--- src/poab_pkg.sv ---
// package: constants and carrier types for the peak, trim and alert register bank
`default_nettype none
package poab_pkg;

    // ==========================================
    // register pages
    localparam logic [7:0] PAGE_PEAK0 = 8'h0c;
    localparam logic [7:0] PAGE_PEAK1 = 8'h0d;
    localparam logic [7:0] PAGE_TRIM0 = 8'h0e;
    localparam logic [7:0] PAGE_TRIM1 = 8'h0f;
    localparam logic [7:0] PAGE_ALERT = 8'h10;
    localparam logic [7:0] PAGE_ROUTE0 = 8'h11;
    localparam logic [7:0] PAGE_RESET = 8'h00;

    // ==========================================
    // register offsets within a page
    localparam logic [5:0] ADDR_PAGE_SEL = 6'h00;
    localparam logic [5:0] ADDR_BANK_A = 6'h10;
    localparam logic [5:0] ADDR_BANK_B = 6'h14;
    localparam logic [5:0] ADDR_BANK_C = 6'h20;
    localparam logic [5:0] ADDR_BANK_D = 6'h28;
    localparam logic [5:0] ADDR_UNI_TRIM = 6'h30;
    localparam logic [5:0] ADDR_BI_TRIM = 6'h34;
    localparam logic [5:0] ADDR_ROLLUP = 6'h10;
    localparam logic [5:0] ADDR_ALERT_INPUT = 6'h12;
    localparam logic [5:0] ADDR_ALERT_TEMP = 6'h14;
    localparam logic [5:0] ADDR_ALERT_CURRENT = 6'h15;
    localparam logic [5:0] ADDR_ALERT_SUPPLY = 6'h18;
    localparam logic [5:0] ADDR_ALERT_SHUNT = 6'h19;
    localparam logic [5:0] ADDR_ALERT_CLAMP = 6'h1a;

    // ==========================================
    // channel numbering shared by peaks, trims and the conversion port
    localparam int NUM_PEAK = 23;
    localparam int NUM_TRIM = 31;
    localparam int NUM_FLAG_GROUPS = 5;
    localparam int NUM_ROUTE_GROUPS = 6;
    localparam logic [4:0] CH_INPUT0 = 5'd0;
    localparam logic [4:0] CH_TEMP0 = 5'd4;
    localparam logic [4:0] CH_CURRENT0 = 5'd7;
    localparam logic [4:0] CH_SUPPLY0 = 5'd11;
    localparam logic [4:0] CH_BIMON0 = 5'd15;
    localparam logic [4:0] CH_SHUNT0 = 5'd19;
    localparam logic [4:0] CH_UNI_TRIM0 = 5'd23;
    localparam logic [4:0] CH_BI_TRIM0 = 5'd27;
    localparam logic [4:0] CH_NONE = 5'd31;

    // ==========================================
    // reset values and scaling
    localparam logic [15:0] PEAK_DEFAULT = 16'h0000;
    localparam logic [15:0] ROLLUP_RESET = 16'h0000;
    localparam logic [15:0] ROUTE_RESET = 16'h0000;
    localparam logic [7:0] TRIM_RESET = 8'h00;
    // divide by 50 as multiply by round(65536/50) then drop 16 bits
    localparam logic [15:0] SHUNT_DIV50_MUL = 16'd1311;

    // ==========================================
    // carriers
    typedef struct packed {
        logic valid;
        logic [4:0] chan;
        logic [15:0] code;
    } poab_conv_s;

    typedef struct packed {
        logic neg_supply_alarm;
        logic pos_supply_alarm;
        logic [3:0] clamp_active;
    } poab_loop_s;

    typedef logic [NUM_FLAG_GROUPS-1:0][15:0] poab_flags_t;
    typedef logic [NUM_TRIM-1:0][7:0] poab_trims_t;

endpackage
`default_nettype wire

--- src/poab_bank.sv ---
// module: paged serial register bank with peak capture, offset trims and alert routing
`default_nettype none
module poab_bank
    import poab_pkg::*;
(
    input wire logic clk,
    input wire logic sys_rst,
    input wire logic spi_cs_n,
    input wire logic spi_sclk,
    input wire logic spi_din,
    output logic spi_dout,
    output logic spi_dout_oe,
    input wire poab_pkg::poab_conv_s conv,
    input wire poab_pkg::poab_flags_t alert_set,
    input wire poab_pkg::poab_loop_s loop_status,
    input wire logic copy_enable,
    output poab_pkg::poab_trims_t trim_out,
    output logic [3:0] bipolar_trim_update,
    output logic first_alert_output
);
    import poab_pkg::*;

    // ==========================================
    // register decoding
    // maps page and offset onto the shared channel numbering
    function automatic logic [4:0] chan_of(input logic [7:0] page, input logic [5:0] addr);
        logic odd;
        odd = page[0];
        chan_of = CH_NONE;
        if (!odd && addr >= ADDR_BANK_A && addr < ADDR_BANK_A + 6'd4)
        begin
            chan_of = CH_INPUT0 + 5'(addr - ADDR_BANK_A);
        end
        else if (!odd && addr >= ADDR_BANK_C && addr < ADDR_BANK_C + 6'd3)
        begin
            chan_of = CH_TEMP0 + 5'(addr - ADDR_BANK_C);
        end
        else if (!odd && addr >= ADDR_BANK_D && addr < ADDR_BANK_D + 6'd4)
        begin
            chan_of = CH_CURRENT0 + 5'(addr - ADDR_BANK_D);
        end
        else if (odd && addr >= ADDR_BANK_A && addr < ADDR_BANK_A + 6'd4)
        begin
            chan_of = CH_SUPPLY0 + 5'(addr - ADDR_BANK_A);
        end
        else if (odd && addr >= ADDR_BANK_B && addr < ADDR_BANK_B + 6'd4)
        begin
            chan_of = CH_BIMON0 + 5'(addr - ADDR_BANK_B);
        end
        else if (odd && addr >= ADDR_BANK_D && addr < ADDR_BANK_D + 6'd4)
        begin
            chan_of = CH_SHUNT0 + 5'(addr - ADDR_BANK_D);
        end
        else if (!odd && addr >= ADDR_UNI_TRIM && addr < ADDR_UNI_TRIM + 6'd8)
        begin
            chan_of = CH_UNI_TRIM0 + 5'(addr - ADDR_UNI_TRIM);
        end
    endfunction

    // alert group index for offsets on the alert and routing pages, 7 = none
    function automatic logic [2:0] group_of(input logic [5:0] addr);
        case (addr)
            ADDR_ALERT_INPUT: group_of = 3'd0;
            ADDR_ALERT_TEMP: group_of = 3'd1;
            ADDR_ALERT_CURRENT: group_of = 3'd2;
            ADDR_ALERT_SUPPLY: group_of = 3'd3;
            ADDR_ALERT_SHUNT: group_of = 3'd4;
            ADDR_ALERT_CLAMP: group_of = 3'd5;
            default: group_of = 3'd7;
        endcase
    endfunction

    // trim registers and the page select are one byte wide, the rest two
    function automatic logic is_byte_reg(input logic [7:0] page, input logic [5:0] addr);
        is_byte_reg = (addr == ADDR_PAGE_SEL) || page == PAGE_TRIM0 || page == PAGE_TRIM1;
    endfunction

    // ==========================================
    // pin synchronisers
    logic cs_s1_reg, cs_s2_reg;
    logic sclk_s1_reg, sclk_s2_reg, sclk_s3_reg;
    logic din_s1_reg, din_s2_reg;

    always_ff @(posedge clk)
    begin
        if (sys_rst)
        begin
            cs_s1_reg <= 1'b1;
            cs_s2_reg <= 1'b1;
            sclk_s1_reg <= 1'b0;
            sclk_s2_reg <= 1'b0;
            sclk_s3_reg <= 1'b0;
            din_s1_reg <= 1'b0;
            din_s2_reg <= 1'b0;
        end
        else
        begin
            cs_s1_reg <= spi_cs_n;
            cs_s2_reg <= cs_s1_reg;
            sclk_s1_reg <= spi_sclk;
            sclk_s2_reg <= sclk_s1_reg;
            sclk_s3_reg <= sclk_s2_reg;
            din_s1_reg <= spi_din;
            din_s2_reg <= din_s1_reg;
        end
    end

    logic sclk_rise, sclk_fall;
    assign sclk_rise = sclk_s2_reg && !sclk_s3_reg && !cs_s2_reg;
    assign sclk_fall = !sclk_s2_reg && sclk_s3_reg && !cs_s2_reg;

    // ==========================================
    // serial frame: address byte, then one or two data bytes
    logic addr_phase_reg, read_reg, wr_pulse_reg;
    logic [5:0] addr_reg;
    logic [15:0] rx_reg, wr_data_reg;
    logic [3:0] bit_cnt_reg;
    logic [7:0] page_reg;
    logic [3:0] last_bit;
    logic [5:0] rx_addr;

    assign last_bit = is_byte_reg(page_reg, addr_reg) ? 4'd7 : 4'd15;
    assign rx_addr = {rx_reg[4:0], din_s2_reg};

    always_ff @(posedge clk)
    begin
        if (sys_rst || cs_s2_reg)
        begin
            addr_phase_reg <= 1'b1;
            bit_cnt_reg <= 4'd0;
            wr_pulse_reg <= 1'b0;
            if (sys_rst)
            begin
                read_reg <= 1'b0;
                addr_reg <= 6'h00;
                rx_reg <= 16'h0000;
                wr_data_reg <= 16'h0000;
            end
        end
        else
        begin
            wr_pulse_reg <= 1'b0;
            if (sclk_rise)
            begin
                rx_reg <= {rx_reg[14:0], din_s2_reg};
                if (addr_phase_reg)
                begin
                    if (bit_cnt_reg == 4'd7)
                    begin
                        addr_phase_reg <= 1'b0;
                        read_reg <= rx_reg[6];
                        addr_reg <= rx_addr;
                        bit_cnt_reg <= 4'd0;
                    end
                    else
                    begin
                        bit_cnt_reg <= bit_cnt_reg + 4'd1;
                    end
                end
                else if (bit_cnt_reg == last_bit)
                begin
                    // back to address phase: next register needs no new frame
                    addr_phase_reg <= 1'b1;
                    bit_cnt_reg <= 4'd0;
                    wr_pulse_reg <= !read_reg;
                    wr_data_reg <= {rx_reg[14:0], din_s2_reg};
                end
                else
                begin
                    bit_cnt_reg <= bit_cnt_reg + 4'd1;
                end
            end
        end
    end

    // page stays selected across frames
    always_ff @(posedge clk)
    begin
        if (sys_rst)
        begin
            page_reg <= PAGE_RESET;
        end
        else if (wr_pulse_reg && addr_reg == ADDR_PAGE_SEL)
        begin
            page_reg <= wr_data_reg[7:0];
        end
    end

    // ==========================================
    // storage
    logic [15:0] peak_reg [NUM_PEAK];
    poab_flags_t flag_reg;
    logic [NUM_ROUTE_GROUPS-1:0][15:0] route_reg;

    logic wr_hit;
    logic [4:0] wr_chan;
    logic [2:0] wr_group;
    assign wr_hit = wr_pulse_reg && addr_reg != ADDR_PAGE_SEL;
    assign wr_chan = chan_of(page_reg, addr_reg);
    assign wr_group = group_of(addr_reg);

    // shunt results are referred to the divided-down input
    logic [31:0] shunt_product;
    logic [15:0] conv_value;
    assign shunt_product = 32'(conv.code) * 32'(SHUNT_DIV50_MUL);
    assign conv_value = (conv.chan >= CH_SHUNT0 && conv.chan < CH_UNI_TRIM0)
        ? shunt_product[31:16] : conv.code;

    genvar gi;
    generate
        for (gi = 0; gi < NUM_PEAK; gi++)
        begin : g_peak
            logic clear_hit;
            assign clear_hit = wr_hit && wr_chan == 5'(gi)
                && (page_reg == PAGE_PEAK0 || page_reg == PAGE_PEAK1);
            always_ff @(posedge clk)
            begin
                if (sys_rst)
                begin
                    peak_reg[gi] <= PEAK_DEFAULT;
                end
                else if (clear_hit)
                begin
                    peak_reg[gi] <= PEAK_DEFAULT;
                end
                else if (conv.valid && conv.chan == 5'(gi) && conv_value > peak_reg[gi])
                begin
                    peak_reg[gi] <= conv_value;
                end
            end
        end
    endgenerate

    // ==========================================
    // trims, with broadcast for the output trims
    logic trim_wr;
    logic [4:0] trim_idx;
    logic [3:0] bi_hit;
    assign trim_wr = wr_hit && (page_reg == PAGE_TRIM0 || page_reg == PAGE_TRIM1)
        && wr_chan != CH_NONE;
    assign trim_idx = wr_chan;

    generate
        for (gi = 0; gi < NUM_TRIM; gi++)
        begin : g_trim
            logic hit;
            if (gi >= CH_UNI_TRIM0)
            begin : g_out
                localparam logic [4:0] BASE = (gi >= CH_BI_TRIM0) ? CH_BI_TRIM0 : CH_UNI_TRIM0;
                assign hit = trim_wr && (trim_idx == 5'(gi)
                    || (copy_enable && trim_idx >= BASE && trim_idx < BASE + 5'd4));
                if (gi >= CH_BI_TRIM0)
                begin : g_bi
                    assign bi_hit[gi - CH_BI_TRIM0] = hit;
                end
            end
            else
            begin : g_mon
                assign hit = trim_wr && trim_idx == 5'(gi);
            end
            always_ff @(posedge clk)
            begin
                if (sys_rst)
                begin
                    trim_out[gi] <= TRIM_RESET;
                end
                else if (hit)
                begin
                    trim_out[gi] <= wr_data_reg[7:0];
                end
            end
        end
    endgenerate

    // one-cycle strobe telling the output stage to re-apply range or clamp limit
    always_ff @(posedge clk)
    begin
        if (sys_rst)
        begin
            bipolar_trim_update <= 4'h0;
        end
        else
        begin
            bipolar_trim_update <= bi_hit;
        end
    end

    // ==========================================
    // alert flags: rollup clear hits a whole byte, direct clear a single bit
    logic rollup_wr, flag_wr;
    assign rollup_wr = wr_hit && page_reg == PAGE_ALERT && addr_reg == ADDR_ROLLUP;
    assign flag_wr = wr_hit && page_reg == PAGE_ALERT && wr_group < 3'd5;

    generate
        for (gi = 0; gi < NUM_FLAG_GROUPS; gi++)
        begin : g_flag
            logic [15:0] clr;
            always_comb
            begin
                clr = 16'h0000;
                if (flag_wr && wr_group == 3'(gi))
                begin
                    clr = wr_data_reg;
                end
                if (rollup_wr)
                begin
                    clr = clr | {{8{wr_data_reg[8 + gi]}}, {8{wr_data_reg[gi]}}};
                end
            end
            always_ff @(posedge clk)
            begin
                if (sys_rst)
                begin
                    flag_reg[gi] <= ROLLUP_RESET;
                end
                else
                begin
                    // a fresh event outranks a clear in the same cycle
                    flag_reg[gi] <= (flag_reg[gi] & ~clr) | alert_set[gi];
                end
            end
        end
    endgenerate

    logic [15:0] rollup;
    logic [15:0] clamp_word;
    always_comb
    begin
        rollup = 16'h0000;
        for (int g = 0; g < NUM_FLAG_GROUPS; g++)
        begin
            rollup[8 + g] = |flag_reg[g][15:8];
            rollup[g] = |flag_reg[g][7:0];
        end
    end
    // clamp flags sit as high alerts, supply alarms both as low alerts, positive at bit 4, negative at bit 0
    assign clamp_word = {4'h0, loop_status.clamp_active, 3'h0, loop_status.pos_supply_alarm,
        3'h0, loop_status.neg_supply_alarm};

    // ==========================================
    // routing masks and the alert pin
    generate
        for (gi = 0; gi < NUM_ROUTE_GROUPS; gi++)
        begin : g_route
            always_ff @(posedge clk)
            begin
                if (sys_rst)
                begin
                    route_reg[gi] <= ROUTE_RESET;
                end
                else if (wr_hit && page_reg == PAGE_ROUTE0 && wr_group == 3'(gi))
                begin
                    route_reg[gi] <= wr_data_reg;
                end
            end
        end
    endgenerate

    logic routed;
    always_comb
    begin
        routed = |(clamp_word & route_reg[5]);
        for (int g = 0; g < NUM_FLAG_GROUPS; g++)
        begin
            routed = routed | (|(flag_reg[g] & route_reg[g]));
        end
    end

    always_ff @(posedge clk)
    begin
        if (sys_rst)
        begin
            first_alert_output <= 1'b0;
        end
        else
        begin
            first_alert_output <= routed;
        end
    end

    // ==========================================
    // read data, left aligned for byte registers
    logic [15:0] rd_word;
    always_comb
    begin
        logic [4:0] ch;
        logic [2:0] grp;
        ch = chan_of(page_reg, rx_addr);
        grp = group_of(rx_addr);
        rd_word = 16'h0000;
        if (rx_addr == ADDR_PAGE_SEL)
        begin
            rd_word = {page_reg, 8'h00};
        end
        else
        begin
            case (page_reg)
                PAGE_PEAK0, PAGE_PEAK1:
                    rd_word = (ch < CH_UNI_TRIM0) ? peak_reg[ch] : 16'h0000;
                PAGE_TRIM0, PAGE_TRIM1:
                    rd_word = (ch != CH_NONE) ? {trim_out[ch], 8'h00} : 16'h0000;
                PAGE_ALERT:
                    if (rx_addr == ADDR_ROLLUP)
                        rd_word = rollup;
                    else if (grp < 3'd5)
                        rd_word = flag_reg[grp];
                    else if (grp == 3'd5)
                        rd_word = clamp_word;
                PAGE_ROUTE0:
                    rd_word = (grp < 3'd6) ? route_reg[grp] : 16'h0000;
                default:
                    rd_word = 16'h0000;
            endcase
        end
    end

    // ==========================================
    // serial output: loaded after the address byte, shifted on falling sclk
    logic [15:0] tx_reg;
    always_ff @(posedge clk)
    begin
        if (sys_rst)
        begin
            tx_reg <= 16'h0000;
            spi_dout <= 1'b0;
            spi_dout_oe <= 1'b0;
        end
        else
        begin
            spi_dout_oe <= !cs_s2_reg && !addr_phase_reg && read_reg;
            if (sclk_rise && addr_phase_reg && bit_cnt_reg == 4'd7 && rx_reg[6])
            begin
                tx_reg <= rd_word;
            end
            else if (sclk_fall && !addr_phase_reg && read_reg)
            begin
                spi_dout <= tx_reg[15];
                tx_reg <= {tx_reg[14:0], 1'b0};
            end
        end
    end

endmodule
`default_nettype wire

--- config.mk ---
export PLATFORM = sky130hd
export DESIGN_NAME = poab_bank
export DESIGN_NICKNAME = d
export VERILOG_FILES = /design/src/poab_pkg.sv /design/src/poab_bank.sv
export SDC_FILE = /design/constraint.sdc
export NUM_CORES = 2
export LEC_CHECK = 0
export BUFFER_PORTS_ARGS = -buffer_cell sky130_fd_sc_hd__clkbuf_2
export CAP_MARGIN = 20
export CORE_MARGIN = 3
export CORE_UTILIZATION = 60
export CTS_BUF_LIST = sky130_fd_sc_hd__clkbuf_8
export CTS_CLUSTER_SIZE = 12
export DETAILED_ROUTE_END_ITERATION = 6
export PLACE_DENSITY = 0.79
export SLEW_MARGIN = 10
export SYNTH_ARGS = -nofsm -noshare
export SYNTH_HDL_FRONTEND = slang
export SYNTH_SLANG_ARGS = --single-unit
--- constraint.sdc ---
create_clock -name clk -period 10.2 [get_ports clk]
set_clock_uncertainty 0.2 [all_clocks]
set_input_delay 0.51 -clock clk [delete_from_list [all_inputs] [get_ports clk]]
set_output_delay 0.51 -clock clk [all_outputs]
set_load 0.05 [all_outputs]
Word-level counts from Yosys, hierarchy flattened
Memory sizes are Yosys's and may differ from the RTL's.
Index checks and enable logic that the tools add are counted.
Cells by class
  reductions and logical operators: 239
  $lt $le $gt $ge: 55
  multiply operators: 1
  muxes and demuxes: 276
  add/subtract/negate cells: 23
  equal/unequal tests: 84
  bitwise logic cells: 80
Operators with widths (count)
  $mux W16: 72
  $gt A16 B16 Y1: 23
  $logic_and A1 B1 Y1: 186
  $mux W1: 171
  $and A16 B16 Y16: 10
  $or A16 B16 Y16: 10
  $eq A5 B5 Y1 const B: 22
  $bmux W16 S3: 2
  $reduce_or A16 Y1: 6
  $eq A6 B5 Y1 const B: 14
  $eq A5 B4 Y1 const B: 16
  $not A16 Y16: 5
  $reduce_or A8 Y1: 10
  $mux W5: 14
  $pmux W16 S4: 1
  $or A1 B1 Y1: 51
  $bmux W8 S5: 1
  $eq A5 B3 Y1 const B: 8
  $ge A6 B6 Y1 const B: 6
  $lt A6 B6 Y1 const B: 6
  $pmux W3 S6: 2
  $eq A8 B4 Y1 const B: 4
  $mux W15: 2
  $mux W6: 5
  other kinds (42): 111
Storage, ports and cells
  RAM bits: 368
  output and inout bits: 255
  flip-flop bits (word level): 506
  memories: 1
  input bits: 114
  word-level logic and storage cells: 821
Memories
  peak_reg: words 23, bits a word 16, read ports 24, clocked after Yosys merged registers in 0, wr ports 23, line poab_bank.sv:191  | logic [15:0] peak_reg [NUM_PEAK];

Depth between registers and ports, before layout
  depth in word-level cells: 18
  mapped depth: 34
  mapped depth without buffers: 31

Least setup slack after synthesis
OpenSTA, ideal clock, no wires.
  path kind: input to register
  from: input conv[6] (netlist name)
  to: memory peak_reg[14][0], enable pin
  stages: 25
  buffers on the path: 1
  setup time: 0.411 ns
  slack: 1.837 ns
  arrival: 7.751 ns
  data required time: 9.589 ns
  cell sequence: inv_1 > fa_1 > inv_1 > ha_1 > inv_1 > fa_1 > fa_1 > inv_1 > fa_1 > ha_1 > a21o_1 > a2111oi_2 > o21a_1 > o211ai_1 > and4_1 > or4_1 > o211a_1 > clkbuf_1 > inv_1 > ha_1 > nand4_1 > nor3_1 > a2111oi_0 > o21ai_0 > o21ai_0
RTL lines
  from (decl): line poab_bank.sv:13  | input wire poab_pkg::poab_conv_s conv,
  to (decl): line poab_bank.sv:191

==> metrics.cfg <==
[status]
status=finished with violations
violations=design-rule violations

[critical_path]
crit_path_top_delay_cell=o21ai_0
endpoint_kind=register
worst_path_largest_cell_delay_ps=870
path_delay_family=adder cells
crit_type=in -> reg
cp.arrival_ps=8500
path_common_cell=inv_1
path_buf_inv=7
r2r_setup_slack_ps=4580
cp.required_ps=10530
cp-start-kind=primary input
cp_max_fo=24

[global_routing]
antenna_found_initial=19
first_global_vias=49240
grt_pass1_wl_um=307300
grt_overflow=0
grt_usage=0.4326
grt_max_degree=197

[floorplan]
initial_core_util=0.6070
ios=369
coreArea_um2=90420
die_area_um2=95150
fp.dieW_um=308.5
rows=110
die_h_um=308.5

[clock_tree]
cts.clk_slew.worst_paths_ps=70
cts_resized=0
cts_buffers=151
root_buffer=clkbuf_8
clock_latency_ps=880
htree_levels=4
cts_tree=yes
clockBufferDepth=3
postCtsSetupRepairBufs=0
cts.sink_count=874

[synthesis]
ys.flop_type=dfxtp_1
synth.most_common_cell=nor2_1
yosysTopAreaCellShare=0.2221
synth_area_per_cell_um2=9.406
synthArstFlopShare=0
synth_edf_count=406
yosysWarnings=0
ys_top_cells_by_area=edfxtp_1, dfxtp_1, ha_1
syn_inst=5836
synth_commonest_cells=nor2_1, inv_1, ha_1
synth.distinct_cells=104
ys_seq_area_frac=0.3928
synth_area_leader_cell=edfxtp_1
ys_ff_latch=874
synthesis.area_um2=54890

[route]
drt_iter0_markers=7804
dr.pass1.iters=7
wl_met3_um=28420
routed_wl_um=210700
vias_per_cell=6.692
m1WireLength_um=74210
top_layer=met5
drcViolationCount=106
wl_per_cell_um=27.66
postRouteAntennaNets=0
vias=50980
dr_wl_met2_um=90110

[layout]
fin_nets=6988
largest_register_ffs=368
final_core_util=0.6926
drive_gt1_frac=0.1329
area_delta_synth_final_pct=14.09
instances_no_fill=7618
ff_latch_area_um2=21560
nFillCells=7036
multi_input_area_um2=30160

[place]
place_inst=7176
port_buffers=368
place_hpwl_um=144900
gp_congestion=1.065
dpl_worst_slack_ps=1365

[timing]
min_period_ps=8175
rsz0062_at_grt=false
fin_ws_ps=2025
max_slew.worst_pin.slew_ps=1255
slew_viol_final=0
fmax_mhz=122.3
hold_viol=0
holdWs_ps=177.9
period_share=0.8015
setup-violations-final=0
tns_ps=0
maxSlewHeadroom=0.1600

[power_and_ir_drop]
p_leak_nw=27.56
irDropWorstVdd_uv=185.2
p_per_area_nw_per_um2=163.4

[min_path]
hp-class=reg -> reg

[run]
cap_viol_max_count=0

## cells in the final DEF (no fill, tap or decap), types with 14 or more instances in the layout
master and n:
nor2_1 761, inv_1 545, ha_1 489, mux2i_1 473, dfxtp_1 468, nand2_1 420
edfxtp_1 406, clkbuf_2 367, a21oi_1 273, o21ai_0 212, clkbuf_8 173, dlygate4sd3_1 160
o21a_1 139, buf_4 119, a31oi_1 101, nand2b_1 94, a21o_1 93, nand4_1 88
nand3_1 86, o211ai_1 71, a22oi_1 67, nor3_1 62, fa_1 62, nor2b_1 59
mux2_2 39, and2_1 34, nor4_1 34, a2111oi_0 31, mux4_2 26, a221oi_1 22
a211oi_1 21, o221ai_1 21, a222oi_1 21, conb_1 20, a211o_1 16, o21ai_1 14
clkinv_2 14
## routing by layer
| metal | up-vias | track usage |
|---|---|---|
| met2 | 3775 | 0.6509 |
| met1 | 24090 | 0.5220 |
| met4 | 14 | 0.3023 |
| li1 | 21860 | - |
| met5 | - | 0.005056 |
| met3 | 1243 | 0.1468 |
## worst reg2reg max path, cell delays in order, from the launching register on
cell	delay (ps)
edfxtp_1	640
inv_1	200
ha_1	340
nor2b_1	190
or4_1	480
o211a_1	150
a21oi_1	420
or2_2	650
nand3_1	810
a211oi_1	840
o31ai_1	230
a311oi_1	370
## layout make-up
cell class              count  share of cell area
diodes                     10           0.0003996
clock buffers             173             0.03802
clock inverters            89             0.01051
inverters                 502             0.03009
multi-input cells        4138              0.4816
flip-flops and latches    874              0.3443
well taps                1176             0.02350
repair buffers            656             0.07159
## worst paths after layout
kind                              endpoint  depth (start not counted)               startpoint
max          peak_reg[22][2]$_SDFFCE_PN0P_                         26                  conv[4]
min                   cs_s2_reg$_SDFF_PP1_                          1     cs_s1_reg$_SDFF_PP1_
max reg2reg         tx_reg[4]$_SDFFE_PP0P_                         11  rx_reg[2]$_SDFFCE_PP0P_
min reg2reg           cs_s2_reg$_SDFF_PP1_                          1     cs_s1_reg$_SDFF_PP1_
## kinds of logic after synthesis
group / Yosys count / synth area share
buf+inv: 843 / 0.06309
simple gates: 1742 / 0.1446
flops: 874 / 0.3928
mux: 548 / 0.1077
other cells: 1 / 0.00006832
xor+xnor: 14 / 0.002234
fa+ha+maj: 551 / 0.1341
compound gates: 1263 / 0.1555
## per-stage QoR
| stage | power [mW] | instance area, µm² |
|---|---|---|
| 5_1_grt | 10.64 | 62620 |
| 3_5_place_dp | 6.780 | 57880 |
| 2_1_floorplan | 5.761 | 54960 |
| 3_3_place_gp | 6.695 | 57860 |
| 6_report | 10.23 | 62630 |
| 4_1_cts | 10.12 | 62520 |
## timing repair
item,CTS,global route
endpoints found under the setup margin,0,0
endpoints found under the hold margin,115,0
hold buffers,160,0
## power breakdown
group	internal [mW]	switching (mW)	total [mW]
clock	1.80	1.55	3.35
combinational	1.11	1.91	3.02
sequential	3.75	0.108	3.86
Power figures use the tool's default switching activity.
